**config.mk**
```make
export PLATFORM = sky130hd
export DESIGN_NAME = cobx_regs
export DESIGN_NICKNAME = d
export VERILOG_FILES = /design/src/shared/cobx_pkg.sv /design/src/hdl/cobx_bias_cal.sv /design/src/hdl/cobx_regs.sv
export VERILOG_INCLUDE_DIRS = /design/src /design/src/shared
export SDC_FILE = /design/constraint.sdc
export NUM_CORES = 1
export LEC_CHECK = 0
export ABC_AREA = 1
export BUFFER_PORTS_ARGS = -buffer_cell sky130_fd_sc_hd__buf_2
export CAP_MARGIN = 25
export CORE_MARGIN = 4
export CORE_UTILIZATION = 45
export CTS_CLUSTER_DIAMETER = 150
export CTS_CLUSTER_SIZE = 12
export DETAILED_ROUTE_END_ITERATION = 10
export PLACE_DENSITY = 0.66
export SLEW_MARGIN = 20
export SYNTH_ARGS = -nofsm -noshare
export SYNTH_HDL_FRONTEND = slang
export SYNTH_HIERARCHICAL = 1
export SYNTH_SLANG_ARGS = --single-unit
```
**constraint.sdc**
```tcl
create_clock -name clk -period 4.74 [get_ports clk]
set_input_delay 0.237 -clock clk [delete_from_list [all_inputs] [get_ports clk]]
set_output_delay 0.237 -clock clk [all_outputs]
set_load 0.01 [all_outputs]
```
**src/shared/cobx_cfg.svh**
```systemverilog
// Purpose: Offsets, field positions, reset values and timing counts
// Assumes: Included by every file of the clock output and bias block except the type package
// Notes: Register indices select one word on the register port
`ifndef COBX_CFG_SVH
`define COBX_CFG_SVH

// ****************************************************************
// Register indices
// ****************************************************************
`define COBX_IDX_BIAS_STS 2'h0
`define COBX_IDX_XO_CFG 2'h1
`define COBX_IDX_OD_CFG 2'h2
`define COBX_IDX_OUTPUT_DRIVER_ENABLE_CONTROL 2'h3

// ****************************************************************
// Bias calibration status fields
// ****************************************************************
`define COBX_BS_DONE 0
`define COBX_BS_FAIL 1
`define COBX_BS_SEL_LO 2
`define COBX_BS_EFF_LO 5
`define COBX_BS_RAW 8

// ****************************************************************
// Crystal oscillator configuration fields and reset values
// ****************************************************************
`define COBX_XO_CAPIN_LO 0
`define COBX_XO_RSV0_LO 6
`define COBX_XO_CAPOUT_LO 8
`define COBX_XO_GAIN_LO 14
`define COBX_XO_LDO 16
`define COBX_XO_RSV1_LO 17
`define COBX_XO_CAP_RST 6'h1f
`define COBX_XO_GAIN_RST 2'h1
`define COBX_XO_LDO_RST 1'h1
`define COBX_XO_CAP_MAX 6'h2f

// ****************************************************************
// Output divider and driver fields and reset values
// ****************************************************************
`define COBX_OD_RATIO_LO 0
`define COBX_OD_LDO 15
`define COBX_OD_RATIO_RST 14'h0069
`define COBX_OD_RATIO_MIN 14'h000a
`define COBX_OD_LDO_RST 1'h1
`define COBX_DRV_PD 0
`define COBX_DRV_DIS 1
`define COBX_DRV_STATE_LO 2
`define COBX_DIS_LOW_LOW 2'h0
`define COBX_DIS_LOW_HIGH 2'h1
`define COBX_DIS_HIZ 2'h2
`define COBX_DIS_RUN 2'h3

// ****************************************************************
// Calibration timing
// ****************************************************************
`define COBX_CLK_MHZ 100
`define COBX_SETTLE_NS 200
`define COBX_SETTLE_CYC (((`COBX_SETTLE_NS * `COBX_CLK_MHZ) + 999) / 1000)
`define COBX_BIAS_DEFAULT 3'h4

`endif

```
**src/shared/cobx_pkg.sv**
```systemverilog
// Purpose: Types shared by the clock output and bias block
// Assumes: Constants come from cobx_cfg.svh
// Notes: Holds types only
package cobx_pkg;

  // Calibration sequencer states
  typedef enum logic [2:0] {
    COBX_CAL_SETTLE,
    COBX_CAL_DECIDE,
    COBX_CAL_FINISH,
    COBX_CAL_DONE
  } cobx_cal_e;

  typedef logic [2:0] cobx_code_t;
  typedef logic [1:0] cobx_idx_t;

endpackage : cobx_pkg

```
**src/hdl/cobx_bias_cal.sv**
```systemverilog
// Purpose: Successive approximation bias calibration, run once per reset
// Assumes: cmp_in is already synchronised to clk
// Notes: A high comparator keeps the trial bit set
`timescale 1ns/10ps
`include "cobx_cfg.svh"

module cobx_bias_cal (
  input wire logic clk,
  input wire logic rst,
  input wire logic cmp_in,
  output cobx_pkg::cobx_code_t sel_code,
  output cobx_pkg::cobx_code_t eff_code,
  output logic cal_fail,
  output logic cal_done
);
  import cobx_pkg::*;

  localparam logic [7:0] SETTLE_LAST = 8'(`COBX_SETTLE_CYC - 1);

  cobx_cal_e state_q, state_d;
  cobx_code_t code_q, code_d;
  logic [1:0] bit_q, bit_d;
  logic [7:0] timer_q, timer_d;
  logic fail_q, fail_d;
  cobx_code_t trial;

  // ****************************************************************
  // Sequencer
  // ****************************************************************
  // Next state of the search
  always_comb begin
    trial = code_q;
    state_d = state_q;
    code_d = code_q;
    bit_d = bit_q;
    timer_d = timer_q;
    fail_d = fail_q;
    case (state_q)
      COBX_CAL_SETTLE: begin
        // Let the bias settle on each trial code before judging it
        if (timer_q == SETTLE_LAST) begin
          timer_d = 8'h00;
          state_d = COBX_CAL_DECIDE;
        end else begin
          timer_d = timer_q + 8'h01;
        end
      end
      COBX_CAL_DECIDE: begin
        trial[bit_q] = cmp_in;
        code_d = trial;
        if (bit_q == 2'h0) begin
          // Search ended against a rail: no code balances the comparator
          fail_d = ((trial == 3'h7) && cmp_in) ||
                   ((trial == 3'h0) && !cmp_in);
          state_d = COBX_CAL_FINISH;
        end else begin
          code_d[bit_q - 2'h1] = 1'b1;
          bit_d = bit_q - 2'h1;
          state_d = COBX_CAL_SETTLE;
        end
      end
      COBX_CAL_FINISH: state_d = COBX_CAL_DONE;
      COBX_CAL_DONE: state_d = COBX_CAL_DONE;
      default: state_d = COBX_CAL_DONE;
    endcase
  end

  always_ff @(posedge clk or posedge rst) begin
    if (rst) begin
      state_q <= COBX_CAL_SETTLE;
      code_q <= 3'h4;
      bit_q <= 2'h2;
      timer_q <= 8'h00;
      fail_q <= 1'b0;
    end else begin
      state_q <= state_d;
      code_q <= code_d;
      bit_q <= bit_d;
      timer_q <= timer_d;
      fail_q <= fail_d;
    end
  end

  // ****************************************************************
  // Results
  // ****************************************************************
  // A failed search applies the mid code rather than a rail value
  assign cal_done = (state_q == COBX_CAL_DONE);
  assign cal_fail = fail_q;
  assign sel_code = code_q;
  assign eff_code = (cal_done && fail_q) ? `COBX_BIAS_DEFAULT : code_q;

endmodule : cobx_bias_cal

```
**src/hdl/cobx_regs.sv**
```systemverilog
// Purpose: Bias status, oscillator, divider and output driver registers
// Assumes: One register word per index on a simple serial port bridge
// Notes: Read data appears one cycle after reg_rd

`timescale 1ns/10ps
`include "cobx_cfg.svh"

module cobx_regs (
  input wire logic clk,
  input wire logic rst,
  input wire cobx_pkg::cobx_idx_t reg_addr,
  input wire logic reg_wr,
  input wire logic reg_rd,
  input wire logic [31:0] reg_wdata,
  output logic [31:0] reg_rdata,
  input wire logic bias_cmp_pin,
  input wire logic oe_pin_disable,
  input wire logic lvds_mode,
  output cobx_pkg::cobx_code_t bias_code_applied,
  output logic osc_regulator_on,
  output logic [1:0] osc_gain_boost,
  output logic [5:0] osc_cap_out,
  output logic [5:0] osc_cap_in,
  output logic divider_regulator_on,
  output logic clock_out_true,
  output logic clock_out_true_oe,
  output logic clock_out_complement,
  output logic clock_out_complement_oe
);
  import cobx_pkg::*;

  // ****************************************************************
  // Input synchronisers
  // ****************************************************************
  logic [1:0] cmp_sync_q, cmp_sync_d;
  logic [1:0] oe_sync_q, oe_sync_d;

  // Both pins are asynchronous to clk
  always_comb begin
    cmp_sync_d = {cmp_sync_q[0], bias_cmp_pin};
    oe_sync_d = {oe_sync_q[0], oe_pin_disable};
  end

  always_ff @(posedge clk or posedge rst) begin
    if (rst) begin
      cmp_sync_q <= 2'h0;
      oe_sync_q <= 2'h0;
    end else begin
      cmp_sync_q <= cmp_sync_d;
      oe_sync_q <= oe_sync_d;
    end
  end

  // ****************************************************************
  // Bias calibration
  // ****************************************************************
  cobx_code_t sel_code;
  cobx_code_t eff_code;
  logic cal_fail;
  logic cal_done;

  cobx_bias_cal u_cal (
    .clk(clk),
    .rst(rst),
    .cmp_in(cmp_sync_q[1]),
    .sel_code(sel_code),
    .eff_code(eff_code),
    .cal_fail(cal_fail),
    .cal_done(cal_done)
  );

  assign bias_code_applied = eff_code;

  // ****************************************************************
  // Writable registers
  // ****************************************************************
  logic [1:0] xo_rsv1_q, xo_rsv1_d;
  logic xo_ldo_q, xo_ldo_d;
  logic [1:0] xo_gain_q, xo_gain_d;
  logic [5:0] xo_capout_q, xo_capout_d;
  logic [1:0] xo_rsv0_q, xo_rsv0_d;
  logic [5:0] xo_capin_q, xo_capin_d;
  logic od_ldo_q, od_ldo_d;
  logic [13:0] od_ratio_q, od_ratio_d;
  logic [1:0] drv_state_q, drv_state_d;
  logic drv_dis_q, drv_dis_d;
  logic drv_pd_q, drv_pd_d;

  // Decode one word write
  always_comb begin
    xo_rsv1_d = xo_rsv1_q;
    xo_ldo_d = xo_ldo_q;
    xo_gain_d = xo_gain_q;
    xo_capout_d = xo_capout_q;
    xo_rsv0_d = xo_rsv0_q;
    xo_capin_d = xo_capin_q;
    od_ldo_d = od_ldo_q;
    od_ratio_d = od_ratio_q;
    drv_state_d = drv_state_q;
    drv_dis_d = drv_dis_q;
    drv_pd_d = drv_pd_q;
    if (reg_wr && (reg_addr == `COBX_IDX_XO_CFG)) begin
      xo_rsv1_d = reg_wdata[`COBX_XO_RSV1_LO +: 2];
      xo_ldo_d = reg_wdata[`COBX_XO_LDO];
      xo_gain_d = reg_wdata[`COBX_XO_GAIN_LO +: 2];
      xo_capout_d = reg_wdata[`COBX_XO_CAPOUT_LO +: 6];
      xo_rsv0_d = reg_wdata[`COBX_XO_RSV0_LO +: 2];
      xo_capin_d = reg_wdata[`COBX_XO_CAPIN_LO +: 6];
    end
    if (reg_wr && (reg_addr == `COBX_IDX_OD_CFG)) begin
      od_ldo_d = reg_wdata[`COBX_OD_LDO];
      od_ratio_d = reg_wdata[`COBX_OD_RATIO_LO +: 14];
    end
    if (reg_wr && (reg_addr == `COBX_IDX_OUTPUT_DRIVER_ENABLE_CONTROL)) begin
      drv_state_d = reg_wdata[`COBX_DRV_STATE_LO +: 2];
      drv_dis_d = reg_wdata[`COBX_DRV_DIS];
      drv_pd_d = reg_wdata[`COBX_DRV_PD];
    end
  end

  always_ff @(posedge clk or posedge rst) begin
    if (rst) begin
      xo_rsv1_q <= 2'h0;
      xo_ldo_q <= `COBX_XO_LDO_RST;
      xo_gain_q <= `COBX_XO_GAIN_RST;
      xo_capout_q <= `COBX_XO_CAP_RST;
      xo_rsv0_q <= 2'h0;
      xo_capin_q <= `COBX_XO_CAP_RST;
      od_ldo_q <= `COBX_OD_LDO_RST;
      od_ratio_q <= `COBX_OD_RATIO_RST;
      drv_state_q <= `COBX_DIS_LOW_LOW;
      drv_dis_q <= 1'b0;
      drv_pd_q <= 1'b0;
    end else begin
      xo_rsv1_q <= xo_rsv1_d;
      xo_ldo_q <= xo_ldo_d;
      xo_gain_q <= xo_gain_d;
      xo_capout_q <= xo_capout_d;
      xo_rsv0_q <= xo_rsv0_d;
      xo_capin_q <= xo_capin_d;
      od_ldo_q <= od_ldo_d;
      od_ratio_q <= od_ratio_d;
      drv_state_q <= drv_state_d;
      drv_dis_q <= drv_dis_d;
      drv_pd_q <= drv_pd_d;
    end
  end

  // Reserved codes are kept as written but never reach the array
  function automatic logic [5:0] cap_limit(input logic [5:0] code);
    cap_limit = (code > `COBX_XO_CAP_MAX) ? `COBX_XO_CAP_MAX : code;
  endfunction : cap_limit

  assign osc_regulator_on = xo_ldo_q;
  assign osc_gain_boost = xo_gain_q;
  assign osc_cap_out = cap_limit(xo_capout_q);
  assign osc_cap_in = cap_limit(xo_capin_q);
  assign divider_regulator_on = od_ldo_q;

  // ****************************************************************
  // Read port
  // ****************************************************************
  logic [31:0] rdata_q, rdata_d;

  always_comb begin
    rdata_d = rdata_q;
    if (reg_rd) begin
      rdata_d = 32'h0000_0000;
      case (reg_addr)
        `COBX_IDX_BIAS_STS: begin
          rdata_d[`COBX_BS_DONE] = cal_done;
          rdata_d[`COBX_BS_FAIL] = cal_fail;
          rdata_d[`COBX_BS_SEL_LO +: 3] = sel_code;
          rdata_d[`COBX_BS_EFF_LO +: 3] = eff_code;
          rdata_d[`COBX_BS_RAW] = cmp_sync_q[1];
        end
        `COBX_IDX_XO_CFG: begin
          rdata_d[`COBX_XO_RSV1_LO +: 2] = xo_rsv1_q;
          rdata_d[`COBX_XO_LDO] = xo_ldo_q;
          rdata_d[`COBX_XO_GAIN_LO +: 2] = xo_gain_q;
          rdata_d[`COBX_XO_CAPOUT_LO +: 6] = xo_capout_q;
          rdata_d[`COBX_XO_RSV0_LO +: 2] = xo_rsv0_q;
          rdata_d[`COBX_XO_CAPIN_LO +: 6] = xo_capin_q;
        end
        `COBX_IDX_OD_CFG: begin
          rdata_d[`COBX_OD_LDO] = od_ldo_q;
          rdata_d[`COBX_OD_RATIO_LO +: 14] = od_ratio_q;
        end
        `COBX_IDX_OUTPUT_DRIVER_ENABLE_CONTROL: begin
          rdata_d[`COBX_DRV_STATE_LO +: 2] = drv_state_q;
          rdata_d[`COBX_DRV_DIS] = drv_dis_q;
          rdata_d[`COBX_DRV_PD] = drv_pd_q;
        end
        default: rdata_d = 32'h0000_0000;
      endcase
    end
  end

  always_ff @(posedge clk or posedge rst) begin
    if (rst) begin
      rdata_q <= 32'h0000_0000;
    end else begin
      rdata_q <= rdata_d;
    end
  end

  assign reg_rdata = rdata_q;

  // ****************************************************************
  // Output divider and driver
  // ****************************************************************
  logic [13:0] div_cnt_q, div_cnt_d;
  logic div_clk_q, div_clk_d;
  logic true_q, true_d;
  logic comp_q, comp_d;
  logic true_oe_q, true_oe_d;
  logic comp_oe_q, comp_oe_d;
  logic [13:0] ratio;
  logic drv_off;

  assign ratio = (od_ratio_q < `COBX_OD_RATIO_MIN) ?
                 `COBX_OD_RATIO_MIN : od_ratio_q;
  assign drv_off = drv_dis_q || oe_sync_q[1];

  // Divided clock, high for the first half of each period
  always_comb begin
    div_cnt_d = (div_cnt_q >= ratio - 14'h0001) ? 14'h0000 :
                div_cnt_q + 14'h0001;
    div_clk_d = (div_cnt_d < {1'b0, ratio[13:1]});
    true_d = div_clk_q;
    comp_d = !div_clk_q;
    true_oe_d = 1'b1;
    comp_oe_d = 1'b1;
    if (drv_pd_q) begin
      true_d = 1'b0;
      comp_d = 1'b0;
      true_oe_d = 1'b0;
      comp_oe_d = 1'b0;
    end else if (drv_off) begin
      case (drv_state_q)
        `COBX_DIS_LOW_LOW: begin
          true_d = 1'b0;
          comp_d = lvds_mode;
        end
        `COBX_DIS_LOW_HIGH: begin
          true_d = 1'b0;
          comp_d = 1'b1;
        end
        `COBX_DIS_HIZ: begin
          true_d = 1'b0;
          comp_d = 1'b0;
          true_oe_d = 1'b0;
          comp_oe_d = 1'b0;
        end
        default: begin
          true_d = div_clk_q;
          comp_d = !div_clk_q;
        end
      endcase
    end
  end

  always_ff @(posedge clk or posedge rst) begin
    if (rst) begin
      div_cnt_q <= 14'h0000;
      div_clk_q <= 1'b0;
      true_q <= 1'b0;
      comp_q <= 1'b0;
      true_oe_q <= 1'b0;
      comp_oe_q <= 1'b0;
    end else begin
      div_cnt_q <= div_cnt_d;
      div_clk_q <= div_clk_d;
      true_q <= true_d;
      comp_q <= comp_d;
      true_oe_q <= true_oe_d;
      comp_oe_q <= comp_oe_d;
    end
  end

  assign clock_out_true = true_q;
  assign clock_out_complement = comp_q;
  assign clock_out_true_oe = true_oe_q;
  assign clock_out_complement_oe = comp_oe_q;

endmodule : cobx_regs

```
==> summary.md <==
| Metric | Value |
|---|---|
| Worst R2R Path Depth | `28` |
| Core area | `0.01196 mm2` |
| Sequential group share of total power | `0.410` |
| H-tree Lvls | `3` |
| Critical Path Max Stage Delay | `420 ps` |
| P per Cell Area | `400.5 mW/mm2` |
| Nets | `840` |
| Reg2reg end | `div_clk_q` |
| CTS clk-pin slew, worst paths | `70 ps` |
| Max Cap Violations | `0` |
| P_int | `1661 uW` |
| CTS Buffer Depth | `2` |
| Vias per cell | `5.046` |
| Unrepaired setup endpoints after global routing | `no` |
| Largest cells by area after synthesis | `dfrtp_1, nand2_1, dfstp_2, ha_1, inv_1` |
| Die W | `118.5 um` |
| Clk Latency, worst-skew pair | `350 ps` |
| CTS tree | `done` |
| Root Buffer | `clkbuf_16` |
| Inserted Diodes | `0` |
| CP max FO | `7` |
| Status | `finished, final reports clean` |
| Hold Path Sink | `osc_gain_boost[0]` |
| Tcrit/Tclk final | `0.8754` |
| Synthesized flop and latch total | `95` |
| Area Growth Syn to Fin | `15.01%` |
| Worst Setup End Kind | `flop` |
| Ports | `96` |
| Post-synth EDFFs | `0` |
| Routed len/inst | `14.28 um` |
| Die height | `118.5 um` |
| Synth cell types | `43` |
| Psw | `868.2 uW` |
| Switching portion of total power | `0.3432` |
| Skew final | `7.955 ps` |
| Syn. warnings | `6` |
| WHS | `111.3 ps` |
| Crit path buffers/inverters | `2` |
| Worst setup SP type | `flop` |
| Slew @ Worst Pin | `890.5 ps` |
| Starting density of the core | `0.4591` |
| Antenna viol nets, final | `0` |
| Synth top cells by count | `nand2_1, inv_1, dfrtp_1, o21ai_0, nor2_1` |
| Worst min path class | `input port to flop` |
| Synth Area per Inst | `8.005 um2` |
| Final Hold Violating Endpoints | `0` |
| P_leak | `0.003284 uW` |
| Delay-heaviest family, CP | `simple AND/OR/NAND/NOR gates` |
| Clk sinks | `95` |
| Clock share of power | `0.297` |
| CP startpoint | `od_ratio_q[11]` |
| Gate power share | `0.293` |
| Max-slew violations | `0` |
| RD Place Congestion | `0.9069` |
| Crit Path Category | `flop to flop` |
| Total GRT Usage | `0.1918` |
| Async S/R FF share, synth | `1.000` |
| Final setup violation count | `0` |
| Post-synth top flop | `dfrtp_1` |
| Die area | `0.01404 mm2` |
| Reg2reg setup slack | `590 ps` |
| Share of layout cells above drive strength 1 | `0.1961` |
| Max VDD drop | `0.2677 mV` |
| DP HPWL | `9812 um` |
| First-pass GRT wire length | `21910 um` |
| Most used cell, CP | `nand2_1` |
| Row cnt | `40` |
| Total power | `2529 uW` |
| Number of global-route vias before repair | `4601` |
| CP max-delay cell | `dfrtp_1` |
| Total grt overflow | `0` |
| Post-synth top area share | `0.3463` |
| Hold_sp | `reg_wdata[14]` |
| Final setup TNS | `0 ps` |
| DRC | `0` |
| Worst Hold Path Cells | `3` |
| Slew margin rel. | `0.4049` |
| Leading cell type by number of instances after synthesis | `nand2_1` |
| Sequential share of the synthesized area | `0.4372` |
| Fin crit period | `4149 ps` |
| Antenna violations before repair | `0` |
| Via count | `4602` |
| Number of buffers created by CTS | `9` |
| PortBufs | `69` |
| Cell area after synthesis | `0.005492 mm2` |
| Syn Inst Count | `686` |
| CP arrival | `4410 ps` |
| Final WL | `13020 um` |
| Drt pass-1 iters | `5` |
| Reg2Reg Launch Point | `od_ratio_q[11]` |
| DRT iter0 DRCs | `224` |
| Leading area contributor after synthesis | `dfrtp_1` |
| Worst EP required | `5000 ps` |
| Largest net degree at the start of global routing | `80` |
| Maximum clock frequency | `241.0 MHz` |
## layout make-up
class / instances / area (um2)
Fill cell: 1154 / 5645
Multi-Input combinational cell: 457 / 2537
Sequential cell: 95 / 2401
Inverter: 119 / 450.4
Timing Repair Buffer: 78 / 431.7
Clock buffer: 12 / 256.5
Tap cell: 147 / 183.9
Clock inverter: 4 / 55.05
## registers in the layout, summed over array words and instances (netlist names), 3 cells and up
register,count
u_cal/sel_code,3
reg_rdata,19
xo_capout_q,6
div_cnt_q,14
xo_capin_q,6
u_cal/timer_q,8
od_ratio_q,14
## timing repair
action | in CTS | in global routing
hold endpoints to repair | 16 | 0
setup buffers | 0 | 4
hold buffers | 3 | 0
endpoints found under the setup margin | 0 | 1
gates resized for setup | 0 | 2
## layer usage
layer | global-route usage | part of all wire | vias up
li1 | - | - | 2302
met1 | 0.2472 | 0.45 | 2178
met2 | 0.3219 | 0.48 | 105
met3 | 0.04258 | 0.044 | 17
met4 | 0.06083 | 0.020 | 0
met5 | 0 | 0 | -
## metrics by stage
step | cell area (um2) | utilization | setup WS, ps | cells
floorplan | 5537 | - | 1094 | 698
global placement | 5919 | 0.4949 | 445.9 | 888
detailed placement | 5934 | 0.4961 | 419.0 | 889
CTS | 6276 | 0.5247 | 389.8 | 908
global route | 6316 | 0.5280 | 75.50 | 912
finish | 6316 | 0.5280 | 590.6 | 912
## tightest hold or removal path: stages
cell and delay [ps]:
buf_2 90, nor2_1 90, a21oi_1 50
## layout by cell type (no fill, tap or decap), drive strengths merged, types with 3 or more instances in the layout
master and n:
a21oi 29, clkbuf 12, inv 117, nand2 170, nand4 7, o21ai 57
nor2 58, clkinv 4, conb 13, nor3 5, buf 75, xnor2 3
dfrtp 76, o211ai 3, ha 39, dlygate4sd3 3, xor2 10, o22ai 13
nand3 30, a31oi 6, dfstp 19
## power groups by stage
stage / combinational [uW] / clock (uW) / sequential (uW)
6_report: 741 / 752 / 1040
3_5_place_dp: 729 / 0 / 1050
3_3_place_gp: 698 / 0 / 1040
2_1_floorplan: 523 / 0 / 1040
5_1_grt: 854 / 806 / 1050
4_1_cts: 737 / 770 / 1040
## worst max path at each step
stage                      endpoint  depth (start not counted)  slack (ps)
final                     div_clk_q                         28         590
after global routing      div_clk_q                         28          80
after CTS                 div_clk_q                         28         390
after detailed placement  div_clk_q                         28         420
after global placement    div_clk_q                         28         450
after floorplan           div_clk_q                         28        1090
## logic make-up after synthesis
family          after synthesis  synth area share
other cells                   1         0.0006829
fa+ha+maj                    39           0.08886
xor+xnor                     13           0.02210
simple gates                274            0.2206
compound gates              116            0.1164
flops                        95            0.4372
mux                           2          0.004101
buf+inv                     146            0.1100
Power figures use the tool's default switching activity.
